### src/pkg/dhp_pkg.sv
package dhp_pkg;

  // Data path
  localparam int DATA_W = 8;
  localparam int SECTOR_BYTES = 256;
  localparam int BUF_AW = 8;
  localparam logic [7:0] SECTOR_LAST = 8'hFF;
  localparam int LBA_W = 21;

  // Command descriptor lengths and classes
  localparam logic [3:0] CMD_LEN_SHORT = 4'h6;
  localparam logic [3:0] CMD_LEN_LONG = 4'hA;
  localparam logic [2:0] CLASS_BASE = 3'h0;
  localparam logic [2:0] CLASS_COPY = 3'h1;
  localparam int CLASS_MSB = 7;
  localparam int CLASS_LSB = 5;
  localparam logic [4:0] OP_READ = 5'h08;
  localparam logic [4:0] OP_WRITE = 5'h0A;

  // Completion status byte layout
  localparam int STS_PAR_BIT = 0;
  localparam int STS_EXE_BIT = 1;
  localparam int STS_LUN_LSB = 5;

  // Timing
  localparam int CLK_PERIOD_NS = 50;
  localparam int BUSY_MAX_NS = 1000;
  localparam int BUSY_MAX_CYC = BUSY_MAX_NS / CLK_PERIOD_NS;
  localparam int RST_MIN_NS = 250;
  localparam int RST_MAX_NS = 10000;

  // Handshake steps for one byte
  localparam logic [2:0] HS_PREP = 3'h0;
  localparam logic [2:0] HS_LOAD = 3'h1;
  localparam logic [2:0] HS_REQ = 3'h2;
  localparam logic [2:0] HS_ACK = 3'h3;
  localparam logic [2:0] HS_REL = 3'h4;

  // Controller phases
  typedef enum logic [3:0] {
    ST_IDLE = 4'h0,
    ST_SELECT = 4'h1,
    ST_CMD = 4'h2,
    ST_EXEC = 4'h3,
    ST_HOST_IN = 4'h4,
    ST_DISK_OUT = 4'h5,
    ST_DISK_IN = 4'h6,
    ST_HOST_OUT = 4'h7,
    ST_STATUS = 4'h8,
    ST_DONE = 4'h9
  } dhp_state_t;

  // Odd parity bit over one byte
  function automatic logic odd_par(input logic [7:0] d);
    return ~(^d);
  endfunction : odd_par

endpackage : dhp_pkg

### src/pkg/dhp_buf_if.sv
`timescale 1ns/1ps
interface dhp_buf_if #(
  parameter int AW = 8,
  parameter int DW = 8
);
  logic wr_en;
  logic [AW-1:0] wr_addr;
  logic [DW-1:0] wr_data;
  logic [AW-1:0] rd_addr;
  logic [DW-1:0] rd_data;

  // Port control side and memory side
  modport ctrl (output wr_en, output wr_addr, output wr_data, output rd_addr, input rd_data);
  modport mem (input wr_en, input wr_addr, input wr_data, input rd_addr, output rd_data);
endinterface : dhp_buf_if

### src/rtl/dhp_sector_buf.sv
`timescale 1ns/1ps
module dhp_sector_buf #(
  parameter int AW = 8,
  parameter int DW = 8
) (
  // Clock
  input wire logic clk_sys_i,
  // Buffer access
  dhp_buf_if.mem bus
);
  logic [DW-1:0] mem [0:(1<<AW)-1];
  logic [DW-1:0] rd_q;

  // Array has no reset; contents are always written before they are read
  always_ff @(posedge clk_sys_i) begin
    if (bus.wr_en) begin
      mem[bus.wr_addr] <= bus.wr_data;
    end
    rd_q <= mem[bus.rd_addr];
  end

  assign bus.rd_data = rd_q;
endmodule : dhp_sector_buf

### src/rtl/dhp_host_port.sv
// Contract
// Host selects first; idle controller then requests command
// Up to ten command bytes, then execute
// Transfer address beyond drive limit flags error
// All transfer data staged in sector buffer
// Every sector is exactly 256 bytes
// Completion status returned when command finishes
// Odd parity on every driven byte
// Bad received parity flagged, checking can be disabled
// Active-low lines; controller paces every transfer
// Direction line decides who drives data
// Command/data line asserted only for command bytes; the code also asserts it for the status and message bytes
// Busy answers select, held while bus owned
// Message only at done, with direction and request
// Phase encoding by direction, command/data, message
// Request with direction tells who presents byte
// Host answers each request with one acknowledge
// Host reset restarts controller, drops disk outputs
// Pending error status lost after reset
// Host holds reset between 250 ns and 10 us
// Host puts select bit up with select
// Busy within one microsecond of valid select
// Host releases select once busy seen
// Zero message byte, then release everything after acknowledge
// Status: parity, execution error, zeros, unit number
// Six bytes for classes 0/7, ten for 1
// Fully interlocked request/acknowledge per byte
// Host latches controller byte before acknowledging
`timescale 1ns/1ps
module dhp_host_port #(
  parameter int SEL_ID_BIT = 0
) (
  // Clock and reset
  input wire logic clk_sys_i,
  input wire logic arst_n_i,
  // Host bus control, pin levels
  input wire logic host_sel_n_i,
  input wire logic host_ack_n_i,
  input wire logic host_rst_n_i,
  output logic host_busy_n_o,
  output logic host_io_n_o,
  output logic host_cd_n_o,
  output logic host_msg_n_o,
  output logic host_req_n_o,
  // Host bus data, pin levels
  input wire logic [7:0] host_data_i,
  input wire logic host_par_i,
  output logic [7:0] host_data_o,
  output logic host_par_o,
  output logic host_data_oe_n_o,
  // Configuration
  input wire logic parity_en_i,
  input wire logic [dhp_pkg::LBA_W-1:0] max_lba_i,
  // Command hand-off to execution logic
  output logic cmd_start_o,
  output logic [7:0] cmd_opcode_o,
  output logic [2:0] cmd_lun_o,
  output logic [dhp_pkg::LBA_W-1:0] cmd_lba_o,
  output logic [7:0] cmd_nblk_o,
  input wire logic exec_done_i,
  input wire logic exec_err_i,
  output logic err_pending_o,
  // Disk-side byte streams
  output logic [7:0] disk_tx_data_o,
  output logic disk_tx_valid_o,
  input wire logic disk_tx_ready_i,
  input wire logic [7:0] disk_rx_data_i,
  input wire logic disk_rx_valid_i,
  output logic disk_rx_ready_o
);

  typedef struct packed {
    logic [1:0] sel_s;
    logic [1:0] ack_s;
    logic [1:0] rst_s;
    logic [8:0] dat_s1;
    logic [8:0] dat_s2;
    dhp_pkg::dhp_state_t state;
    logic [2:0] hs;
    logic [7:0] cnt;
    logic [3:0] cmd_len;
    logic [7:0] blk_left;
    logic [7:0] op;
    logic [7:0] b1;
    logic [7:0] b2;
    logic [7:0] b3;
    logic [7:0] blk;
    logic par_err;
    logic exe_err;
    logic err_pending;
    logic busy_n;
    logic io_n;
    logic cd_n;
    logic msg_n;
    logic req_n;
    logic oe_n;
    logic [7:0] dout_n;
    logic par_n;
    logic cmd_start;
    logic tx_valid;
    logic [7:0] tx_data;
    logic rx_ready;
    logic wr_en;
    logic [7:0] wr_addr;
    logic [7:0] wr_data;
  } dhp_port_st_t;

  localparam dhp_port_st_t ST_RST = '{
    sel_s: 2'h3, ack_s: 2'h3, rst_s: 2'h3, dat_s1: 9'h1FF, dat_s2: 9'h1FF,
    state: dhp_pkg::ST_IDLE, busy_n: 1'b1, io_n: 1'b1, cd_n: 1'b1, msg_n: 1'b1,
    req_n: 1'b1, oe_n: 1'b1, dout_n: 8'hFF, par_n: 1'b1, default: '0};

  dhp_port_st_t st;
  dhp_port_st_t next_st;

  logic hrst;
  logic sel;
  logic ack;
  logic [7:0] din;
  logic dpar;
  logic in_hs;
  logic hs_cap;
  logic hs_end;
  logic rx_par_bad;
  logic is_data;
  logic out_of_range;
  logic [7:0] status_byte;
  logic [7:0] src_byte;
  logic [dhp_pkg::LBA_W:0] lba_end;
  logic [dhp_pkg::LBA_W:0] lba_lim;

  dhp_buf_if #(.AW(dhp_pkg::BUF_AW), .DW(dhp_pkg::DATA_W)) buf_if ();

  dhp_sector_buf #(.AW(dhp_pkg::BUF_AW), .DW(dhp_pkg::DATA_W)) u_buf (
    .clk_sys_i(clk_sys_i),
    .bus(buf_if)
  );

  // Buffer access driven from registered state only
  assign buf_if.wr_en = st.wr_en;
  assign buf_if.wr_addr = st.wr_addr;
  assign buf_if.wr_data = st.wr_data;
  assign buf_if.rd_addr = st.cnt;

  // Decoded synchronised host lines; bus is negative logic
  assign hrst = ~st.rst_s[1];
  assign sel = ~st.sel_s[1];
  assign ack = ~st.ack_s[1];
  assign din = ~st.dat_s2[7:0];
  assign dpar = ~st.dat_s2[8];
  assign rx_par_bad = parity_en_i & ~(^{din, dpar});

  // Byte handshake events
  assign in_hs = (st.state == dhp_pkg::ST_CMD) || (st.state == dhp_pkg::ST_HOST_IN) ||
                 (st.state == dhp_pkg::ST_HOST_OUT) || (st.state == dhp_pkg::ST_STATUS) ||
                 (st.state == dhp_pkg::ST_DONE);
  assign hs_cap = (st.hs == dhp_pkg::HS_ACK) && ack;
  assign hs_end = (st.hs == dhp_pkg::HS_REL) && !ack;

  // Command decode and drive-limit check
  assign is_data = (st.op[dhp_pkg::CLASS_MSB:dhp_pkg::CLASS_LSB] == dhp_pkg::CLASS_BASE) &&
                   ((st.op[4:0] == dhp_pkg::OP_READ) || (st.op[4:0] == dhp_pkg::OP_WRITE));
  assign lba_end = {1'b0, st.b1[4:0], st.b2, st.b3} + {14'h0000, st.blk};
  assign lba_lim = {1'b0, max_lba_i} + 22'h000001;
  assign out_of_range = lba_end > lba_lim;

  // Completion status: unit number on top, spare bits zero
  always_comb begin
    status_byte = 8'h00;
    status_byte[dhp_pkg::STS_PAR_BIT] = st.par_err;
    status_byte[dhp_pkg::STS_EXE_BIT] = st.exe_err;
    status_byte[dhp_pkg::STS_LUN_LSB +: 3] = st.b1[7:5];
  end

  // Byte the controller presents in the current phase; zero for the done message
  assign src_byte = (st.state == dhp_pkg::ST_HOST_OUT) ? buf_if.rd_data :
                    (st.state == dhp_pkg::ST_STATUS) ? status_byte : 8'h00;

  // Next-state logic for the whole port
  always_comb begin
    next_st = st;
    next_st.sel_s = {st.sel_s[0], host_sel_n_i};
    next_st.ack_s = {st.ack_s[0], host_ack_n_i};
    next_st.rst_s = {st.rst_s[0], host_rst_n_i};
    next_st.dat_s1 = {host_par_i, host_data_i};
    next_st.dat_s2 = st.dat_s1;
    next_st.cmd_start = 1'b0;
    next_st.wr_en = 1'b0;
    // Execution errors stick for the rest of the command
    if (!st.busy_n && exec_err_i) begin
      next_st.exe_err = 1'b1;
    end
    if (hrst) begin
      // Back to the start with every line and disk output released
      next_st.state = dhp_pkg::ST_IDLE;
      next_st.hs = dhp_pkg::HS_PREP;
      next_st.busy_n = 1'b1;
      next_st.io_n = 1'b1;
      next_st.cd_n = 1'b1;
      next_st.msg_n = 1'b1;
      next_st.req_n = 1'b1;
      next_st.oe_n = 1'b1;
      next_st.dout_n = 8'hFF;
      next_st.par_n = 1'b1;
      next_st.tx_valid = 1'b0;
      next_st.rx_ready = 1'b0;
      next_st.par_err = 1'b0;
      next_st.exe_err = 1'b0;
      next_st.err_pending = 1'b0;
    end else begin
      // Generic interlocked byte handshake paced by the controller
      if (in_hs) begin
        case (st.hs)
          dhp_pkg::HS_PREP: next_st.hs = dhp_pkg::HS_LOAD;
          dhp_pkg::HS_LOAD: begin
            next_st.dout_n = ~src_byte;
            next_st.par_n = ~dhp_pkg::odd_par(src_byte);
            next_st.oe_n = 1'b0;
            next_st.hs = dhp_pkg::HS_REQ;
          end
          dhp_pkg::HS_REQ: begin
            next_st.req_n = 1'b0;
            next_st.hs = dhp_pkg::HS_ACK;
          end
          dhp_pkg::HS_ACK: begin
            if (ack) begin
              next_st.req_n = 1'b1;
              next_st.hs = dhp_pkg::HS_REL;
            end
          end
          dhp_pkg::HS_REL: ;
          default: next_st.hs = dhp_pkg::HS_PREP;
        endcase
      end
      case (st.state)
        dhp_pkg::ST_IDLE: begin
          if (sel && din[SEL_ID_BIT]) begin
            next_st.busy_n = 1'b0;
            next_st.par_err = 1'b0;
            next_st.exe_err = 1'b0;
            next_st.state = dhp_pkg::ST_SELECT;
          end
        end
        dhp_pkg::ST_SELECT: begin
          // Wait for the host to drop select before using the bus
          if (!sel) begin
            next_st.cd_n = 1'b0;
            next_st.io_n = 1'b1;
            next_st.cnt = 8'h00;
            next_st.cmd_len = dhp_pkg::CMD_LEN_SHORT;
            next_st.hs = dhp_pkg::HS_REQ;
            next_st.state = dhp_pkg::ST_CMD;
          end
        end
        dhp_pkg::ST_CMD: begin
          if (hs_cap) begin
            if (rx_par_bad) begin
              next_st.par_err = 1'b1;
            end
            case (st.cnt)
              8'h00: begin
                next_st.op = din;
                next_st.cmd_len = (din[dhp_pkg::CLASS_MSB:dhp_pkg::CLASS_LSB] == dhp_pkg::CLASS_COPY) ?
                                  dhp_pkg::CMD_LEN_LONG : dhp_pkg::CMD_LEN_SHORT;
              end
              8'h01: next_st.b1 = din;
              8'h02: next_st.b2 = din;
              8'h03: next_st.b3 = din;
              8'h04: next_st.blk = din;
              default: ;
            endcase
          end
          if (hs_end) begin
            next_st.cnt = st.cnt + 8'h01;
            next_st.hs = dhp_pkg::HS_REQ;
            if ((st.cnt + 8'h01) == {4'h0, st.cmd_len}) begin
              next_st.cmd_start = 1'b1;
              next_st.state = dhp_pkg::ST_EXEC;
            end
          end
        end
        dhp_pkg::ST_EXEC: begin
          next_st.cnt = 8'h00;
          next_st.blk_left = st.blk;
          if (is_data) begin
            if (out_of_range || st.blk == 8'h00) begin
              next_st.exe_err = st.exe_err | out_of_range;
              next_st.io_n = 1'b0;
              next_st.cd_n = 1'b0;
              next_st.hs = dhp_pkg::HS_PREP;
              next_st.state = dhp_pkg::ST_STATUS;
            end else if (st.op[4:0] == dhp_pkg::OP_READ) begin
              next_st.cd_n = 1'b1;
              next_st.rx_ready = 1'b1;
              next_st.state = dhp_pkg::ST_DISK_IN;
            end else begin
              next_st.cd_n = 1'b1;
              next_st.hs = dhp_pkg::HS_REQ;
              next_st.state = dhp_pkg::ST_HOST_IN;
            end
          end else if (exec_done_i) begin
            next_st.io_n = 1'b0;
            next_st.cd_n = 1'b0;
            next_st.hs = dhp_pkg::HS_PREP;
            next_st.state = dhp_pkg::ST_STATUS;
          end
        end
        dhp_pkg::ST_HOST_IN: begin
          if (hs_cap) begin
            if (rx_par_bad) begin
              next_st.par_err = 1'b1;
            end
            next_st.wr_en = 1'b1;
            next_st.wr_addr = st.cnt;
            next_st.wr_data = din;
          end
          if (hs_end) begin
            next_st.hs = dhp_pkg::HS_REQ;
            if (st.cnt == dhp_pkg::SECTOR_LAST) begin
              next_st.cnt = 8'h00;
              next_st.hs = dhp_pkg::HS_PREP;
              next_st.state = dhp_pkg::ST_DISK_OUT;
            end else begin
              next_st.cnt = st.cnt + 8'h01;
            end
          end
        end
        dhp_pkg::ST_DISK_OUT: begin
          // Registered buffer read: address one cycle, data the next
          case (st.hs)
            dhp_pkg::HS_PREP: next_st.hs = dhp_pkg::HS_LOAD;
            dhp_pkg::HS_LOAD: begin
              next_st.tx_data = buf_if.rd_data;
              next_st.tx_valid = 1'b1;
              next_st.hs = dhp_pkg::HS_ACK;
            end
            default: begin
              if (disk_tx_ready_i) begin
                next_st.tx_valid = 1'b0;
                next_st.hs = dhp_pkg::HS_PREP;
                next_st.cnt = st.cnt + 8'h01;
                if (st.cnt == dhp_pkg::SECTOR_LAST) begin
                  next_st.blk_left = st.blk_left - 8'h01;
                  next_st.cnt = 8'h00;
                  if (st.blk_left == 8'h01) begin
                    next_st.io_n = 1'b0;
                    next_st.cd_n = 1'b0;
                    next_st.state = dhp_pkg::ST_STATUS;
                  end else begin
                    next_st.hs = dhp_pkg::HS_REQ;
                    next_st.state = dhp_pkg::ST_HOST_IN;
                  end
                end
              end
            end
          endcase
        end
        dhp_pkg::ST_DISK_IN: begin
          if (disk_rx_valid_i && st.rx_ready) begin
            next_st.wr_en = 1'b1;
            next_st.wr_addr = st.cnt;
            next_st.wr_data = disk_rx_data_i;
            next_st.cnt = st.cnt + 8'h01;
            if (st.cnt == dhp_pkg::SECTOR_LAST) begin
              next_st.rx_ready = 1'b0;
              next_st.cnt = 8'h00;
              next_st.io_n = 1'b0;
              next_st.hs = dhp_pkg::HS_PREP;
              next_st.state = dhp_pkg::ST_HOST_OUT;
            end
          end
        end
        dhp_pkg::ST_HOST_OUT: begin
          if (hs_end) begin
            next_st.hs = dhp_pkg::HS_PREP;
            next_st.cnt = st.cnt + 8'h01;
            if (st.cnt == dhp_pkg::SECTOR_LAST) begin
              next_st.blk_left = st.blk_left - 8'h01;
              next_st.cnt = 8'h00;
              if (st.blk_left == 8'h01) begin
                next_st.cd_n = 1'b0;
                next_st.state = dhp_pkg::ST_STATUS;
              end else begin
                // Turn the bus round before the disk refills the buffer
                next_st.io_n = 1'b1;
                next_st.oe_n = 1'b1;
                next_st.rx_ready = 1'b1;
                next_st.state = dhp_pkg::ST_DISK_IN;
              end
            end
          end
        end
        dhp_pkg::ST_STATUS: begin
          if (hs_end) begin
            next_st.err_pending = st.par_err | st.exe_err;
            next_st.msg_n = 1'b0;
            next_st.hs = dhp_pkg::HS_PREP;
            next_st.state = dhp_pkg::ST_DONE;
          end
        end
        dhp_pkg::ST_DONE: begin
          if (hs_cap) begin
            // Acknowledge of the done message frees every line at once
            next_st.busy_n = 1'b1;
            next_st.io_n = 1'b1;
            next_st.cd_n = 1'b1;
            next_st.msg_n = 1'b1;
            next_st.oe_n = 1'b1;
            next_st.dout_n = 8'hFF;
            next_st.par_n = 1'b1;
            next_st.hs = dhp_pkg::HS_PREP;
            next_st.state = dhp_pkg::ST_IDLE;
          end
        end
        default: next_st.state = dhp_pkg::ST_IDLE;
      endcase
    end
  end

  // State register
  always_ff @(posedge clk_sys_i or negedge arst_n_i) begin
    if (!arst_n_i) begin
      st <= ST_RST;
    end else begin
      st <= next_st;
    end
  end

  // Outputs straight from the state register
  assign host_busy_n_o = st.busy_n;
  assign host_io_n_o = st.io_n;
  assign host_cd_n_o = st.cd_n;
  assign host_msg_n_o = st.msg_n;
  assign host_req_n_o = st.req_n;
  assign host_data_o = st.dout_n;
  assign host_par_o = st.par_n;
  assign host_data_oe_n_o = st.oe_n;
  assign cmd_start_o = st.cmd_start;
  assign cmd_opcode_o = st.op;
  assign cmd_lun_o = st.b1[7:5];
  assign cmd_lba_o = {st.b1[4:0], st.b2, st.b3};
  assign cmd_nblk_o = st.blk;
  assign err_pending_o = st.err_pending;
  assign disk_tx_data_o = st.tx_data;
  assign disk_tx_valid_o = st.tx_valid;
  assign disk_rx_ready_o = st.rx_ready;

  // Checks
  localparam int BUSY_LIM = dhp_pkg::BUSY_MAX_CYC;
  logic [3:0] hlp_cmd_cnt;

  // Counts command bytes taken in the current command
  always_ff @(posedge clk_sys_i or negedge arst_n_i) begin
    if (!arst_n_i) begin
      hlp_cmd_cnt <= 4'h0;
    end else if (st.state == dhp_pkg::ST_IDLE) begin
      hlp_cmd_cnt <= 4'h0;
    end else if (st.state == dhp_pkg::ST_CMD && hs_cap) begin
      hlp_cmd_cnt <= hlp_cmd_cnt + 4'h1;
    end
  end
endmodule : dhp_host_port

### config.mk
export PLATFORM = sky130hd
export DESIGN_NAME = dhp_host_port
export DESIGN_NICKNAME = d
export VERILOG_FILES = /design/src/pkg/dhp_pkg.sv /design/src/pkg/dhp_buf_if.sv /design/src/rtl/dhp_sector_buf.sv /design/src/rtl/dhp_host_port.sv
export SDC_FILE = /design/constraint.sdc
export NUM_CORES = 2
export LEC_CHECK = 0
export BUFFER_PORTS_ARGS = -buffer_cell sky130_fd_sc_hd__buf_2
export CORE_ASPECT_RATIO = 1.5
export CORE_MARGIN = 3
export CORE_UTILIZATION = 45
export CTS_CLUSTER_DIAMETER = 120
export CTS_CLUSTER_SIZE = 8
export DETAILED_ROUTE_END_ITERATION = 7
export PLACE_DENSITY = 0.64
export SKIP_CTS_REPAIR_TIMING = 1
export SYNTH_ARGS = -nofsm -noshare
export SYNTH_HDL_FRONTEND = slang
export SYNTH_SLANG_ARGS = --single-unit
### constraint.sdc
create_clock -name clk_sys_i -period 5.5 [get_ports clk_sys_i]
set_input_delay 1.375 -clock clk_sys_i [delete_from_list [all_inputs] [get_ports clk_sys_i]]
set_output_delay 1.375 -clock clk_sys_i [all_outputs]
set_load 0.05 [all_outputs]
Word-level counts from Yosys, hierarchy flattened. Memories as Yosys holds them, arrays and structs flattened. A register that Yosys moved wholly into a read port is not among the register bits. Index checks and enable logic that the tools add are counted.

Memories: 1. Word-level logic and storage cells: 275. Bits in registers: 137. Input bits: 48. Output and inout bits: 67. Memory bits (writable): 2048.

Memory list: u_buf.mem (depth 256, bits a word 8, rd ports 1, clocked after memory_dff 1, write ports 1, line dhp_sector_buf.sv:11) `logic [DW-1:0] mem [0:(1<<AW)-1];`.

Muxes and demuxes: 110. Equal/unequal tests: 72. Add/subtract/negate cells: 4. $lt $le $gt $ge: 1. Bitwise logic cells: 9. Reduce and logical (&&, ||, !) cells: 45.

Operators by type and width (number): 15-bit 2-to-1 mux (7); 8-bit 2-to-1 mux (9); 3-bit inequality test (second input constant) (21); 8-bit one-hot mux with 7 select lines (1); 7-bit 2-to-1 mux (7); 4-bit 2-to-1 mux (10); 4-bit one-hot mux with 10 select lines (1); 18-bit 2-to-1 mux (2); 1-bit 2-to-1 mux (34); 17-bit 2-to-1 mux (2); 17-bit one-hot mux with 2 select lines (1); 4-bit AND reduction (7); 3-bit one-hot mux with 9 select lines (1); 2-bit 2-to-1 mux (12); 8-bit one-hot mux with 3 select lines (1); 21-bit by 1-bit adder with 22-bit output (second input constant) (1); 21-bit by 8-bit adder with 22-bit output (1); 22-bit greater-than comparator (1); 10-bit 2-to-1 mux (2); 2-bit inequality test (second input constant) (10); 19-bit 2-to-1 mux (1); 9-bit 2-to-1 mux (2); 9-bit AND reduction (2); 4-bit by 3-bit == test with 1-bit output (second input constant) (4); other kinds (52) (101).

Longest topological paths before layout.
Depth after elaboration: 11. Gate-level depth with buffers: 17. Gate-level depth less buffers: 17.

Modules after synthesis. Synthesis repeated with hierarchy kept, for this count alone.

Cells, all modules: 4695. Area total of the unflattened synthesis: 88317.2 um^2.

By module, submodules not included: dhp_sector_buf (cells an instance 3733, sequential area each 61659.1 um^2, area an instance 79556.3 um^2, times used 1); dhp_host_port (cells an instance 962, sequential area each 3452.1 um^2, area an instance 8760.9 um^2, times used 1).

Worst setup path after synthesis. OpenSTA, ideal clock, no wires.

Path kind: input to register. Start: input max_lba_i[5] in the netlist's numbering. End: register st[106] in the netlist's numbering. Path slack: 1193 ps. Data arrival time: 4212 ps. Library setup time: 95 ps. Stages on the path: 14. Path through: and4_1 and3_1 nand4_1 nor2_1 nand3_1 xor2_1 ha_1 nand4_1 nor4_1 nand2_1 or3_1 a21boi_0 nor2_1 o31ai_1.

RTL lines: from (decl) (line dhp_host_port.sv:53) `input wire logic [dhp_pkg::LBA_W-1:0] max_lba_i,`; to (signal assigned) (line dhp_host_port.sv:425) `st <= next_st;`; to (decl) (line dhp_host_port.sv:113) `dhp_port_st_t st;`.

==> metrics.md <==
| Metric | Value |
|---|---|
| DRT Wirelength | `248.4 mm` |
| Clk_lat worst skew | `0.83 ns` |
| CTS tree | `built` |
| Placed inst area | `91630 µm²` |
| Slew headroom | `0.1460` |
| Final instance area | `100100 µm²` |
| Prevailing post-synth register cell | `edfxtp_1` |
| Synth Register Bits | `2192` |
| DR vias | `47.20k` |
| Clock-pin slew on the worst setup and hold paths | `0.05 ns` |
| Fmax | `0.2131 GHz` |
| Critical path buffers and inverters | `2` |
| Crit path max fanout | `6` |
| Antenna Nets Post-Route | `0` |
| Gr usage total | `0.2440` |
| Clk_skew | `0.05958 ns` |
| Worst Setup End Kind | `flop` |
| H-Tree Depth | `5` |
| Sum Neg Setup Slack | `0 ns` |
| Final min period | `4.692 ns` |
| Drt drc | `0` |
| EDFF count, synth | `2048` |
| P_leak | `0.02637 µW` |
| Crit-path leading delay family | `compound AO/OA/AOI/OAI gates` |
| Cell Pwr Density | `359.2 nW/µm²` |
| Hold WC Path Type | `flop to flop` |
| First-pass GRT wire length | `355.0 mm` |
| # nets final | `5044` |
| Post-Syn Nets | `4792` |
| Synth Warn # | `0` |
| Die area | `202100 µm²` |
| Largest net degree at the start of global routing | `173` |
| Commonest non-fill, non-tap cell in the layout | `edfxtp_1` |
| Cell Area, Synth | `88490 µm²` |
| Syn avg cell area | `18.81 µm²` |
| Layout cells sized above 1 | `0.2257` |
| Async S/R FF share, synth | `0.06204` |
| HPWL Detailed | `157.0 mm` |
| CTS buffer count | `315` |
| Avg WL per Cell | `32.48 µm` |
| Initial Utilization | `0.4544` |
| Routability cong. | `0.8925` |
| Port Buffers | `114` |
| Max VDD drop | `211.4 µV` |
| Largest stage delay on the critical path | `0.45 ns` |
| Starting DRT DRC Count | `5500` |
| Slew Limit Fails | `0` |
| Initial antenna violation count | `2` |
| Cells along the critical path | `ha_1 -> fa_1 -> a21o_1 -> a21oi_1 -> nor2b_1 -> o21a_1 -> o21ai_0 -> or4b_2 -> xnor2_1 -> ha_1 -> nand4_1 -> nor4_1 -> buf_4 -> nand2_1 -> or3_1 -> a21boi_0 -> buf_4 -> nor2_1 -> o31ai_1` |
| Period Utilization, post-route | `0.8531` |
| Commonest cells after routing, fill and taps aside | `2048 x edfxtp_1, 438 x mux4_2, 352 x nor2_1` |
| Post-synth cell types | `95` |
| Sequential area share after synthesis | `0.7358` |
| Worst EP arrival | `5.39 ns` |
| Chip height | `549.1 µm` |
| WS Path Type | `flop to flop` |
| Clk buf depth | `4` |
| Endpoints failing hold | `0` |
| Status | `finished, final reports clean` |
| Worst Tran Pin Value | `1.281 ns` |
| Vias in the first global route | `48.75k` |
| Core area | `194700 µm²` |
| Unrepaired setup endpoints after global routing | `false` |
| Max-cap violations | `0` |
| Worst Path Required | `6.20 ns` |
| Root Buffer | `clkbuf_16` |
| I/O pin total | `115` |
| Area growth from synthesis to final layout | `13.18%` |
| Remaining Overflow, GRT | `0` |
| Pre-antenna DRT Iters | `6` |
| Num rows | `198` |
| Sink Count | `2192` |
| Final setup violation count | `0` |
| Syn Inst Count | `4705` |
| CP max stage cell | `o21ai_0` |
| Filler cell count | `15.39k` |
| Post-DR vias/cell | `6.171` |
| Startpoint types | `flop` |
| DIE WIDTH | `368.1 µm` |
[registers in the layout (all words and copies together), names as in the netlist, 3 cells and up]
register,flops
u_buf.mem,2048
cmd_lba_o,21
u_buf.bus.rd_data,8
cmd_lun_o,3
st,32
buf_if.rd_addr,8
cmd_nblk_o,8
next_st,12
buf_if.wr_data,8
disk_tx_data_o,8
host_data_o,8
buf_if.wr_addr,8
cmd_opcode_o,8
[layout make-up]
| class | instances | area, µm² | share of cell area |
|---|---|---|---|
| timing repair buffer | 262 | 1988 | 0.01985 |
| inverter | 25 | 98.84 | 0.0009870 |
| tap | 2600 | 3253 | 0.03248 |
| sequential | 2192 | 65160 | 0.6506 |
| clock buffer | 393 | 8346 | 0.08333 |
| antenna | 2 | 5.005 | 0.00004997 |
| multi-input combinational | 2161 | 21130 | 0.2110 |
| clock inverter | 13 | 172.7 | 0.001724 |
[per-stage QoR]
| step | hold WS (ns) | total power, µW | setup WS, ns | instances | utilization |
|---|---|---|---|---|---|
| floorplan | 0.3452 | 18910 | 1.193 | 4705 | - |
| global placement | 0.3469 | 19180 | 0.4826 | 7240 | 0.4705 |
| detailed placement | 0.3473 | 19190 | 0.4822 | 7240 | 0.4705 |
| CTS | 0.3363 | 36170 | 0.8091 | 7646 | 0.5143 |
| global route | 0.3381 | 36920 | 0.5212 | 7647 | 0.5143 |
| finish | 0.3233 | 35980 | 0.8082 | 7648 | 0.5143 |
[worst register-to-register path, stage by stage (launching register included)]
cell      delay [ns]
dfrtp_1         0.43
ha_1            0.23
fa_1            0.40
a21o_1          0.17
a21oi_1         0.22
nor2b_1         0.08
o21a_1          0.21
o21ai_0         0.45
or4b_2          0.24
xnor2_1         0.06
ha_1            0.30
nand4_1         0.16
nor4_1          0.29
buf_4           0.17
nand2_1         0.13
or3_1           0.37
a21boi_0        0.17
buf_4           0.18
nor2_1          0.05
o31ai_1         0.25
[worst paths after layout]
check / from / to / slack (ns) / cells after the start
hold reg to reg: next_st[121] / st[121] / 0.32 / 0
max in group asynchronous: arst_n_i / st[120] / 3.73 / 2
min in group asynchronous: arst_n_i / st[91] / 0.67 / 1
hold / removal: next_st[121] / st[121] / 0.32 / 0
setup / recovery: cmd_nblk_o[0] / st[106] / 0.81 / 19
setup reg to reg: cmd_nblk_o[0] / st[106] / 0.81 / 19
[where the power goes]
part,switching [µW],leakage [µW],internal (µW)
clock,6620,0.00414,10500
sequential,106,0.0159,18100
combinational,466,0.00634,252
[cell families (layout without fill, tap and decap cells)]
| kind of cell | count (synthesis) | after routing | share of synthesized area |
|---|---|---|---|
| adder cells (fa/ha/maj) | 39 | 39 | 0.005600 |
| AO/OA/AOI/OAI | 558 | 558 | 0.04238 |
| XOR/XNOR | 61 | 61 | 0.006038 |
| multiplexers | 665 | 665 | 0.1418 |
| flip-flops | 2192 | 2192 | 0.7358 |
| other | 0 | 2 | 0 |
| AND/OR/NAND/NOR | 838 | 838 | 0.04259 |
| buffers and inverters | 352 | 693 | 0.02573 |
[synth_stat cells, drive strengths merged (25+ instances only)]
library cell	instances	area share
edfxtp	2048	0.70
dfrtp	97	0.027
nor2	354	0.015
o21ai	112	0.0063
clkbuf	106	0.0047
mux2i	188	0.021
xor2	27	0.0027
nand3	71	0.0040
a221oi	25	0.0026
a21oi	115	0.0065
mux4	462	0.12
a31oi	30	0.0021
a22oi	85	0.0072
o22ai	33	0.0023
o221ai	41	0.0041
xnor2	34	0.0034
nand2	226	0.0096
nand4	27	0.0019
buf	221	0.020
dfstp	39	0.012
nor2b	26	0.0018
ha	38	0.0054
nor3	31	0.0019
[routing by layer]
| layer | track usage | vias up | part of all wire |
|---|---|---|---|
| li1 | - | 19458 | - |
| met1 | 0.2899 | 24776 | 0.35 |
| met2 | 0.4146 | 2346 | 0.51 |
| met3 | 0.04004 | 619 | 0.069 |
| met4 | 0.1547 | 0 | 0.073 |
| met5 | 0 | - | 0 |
Power figures use the tool's default switching activity.
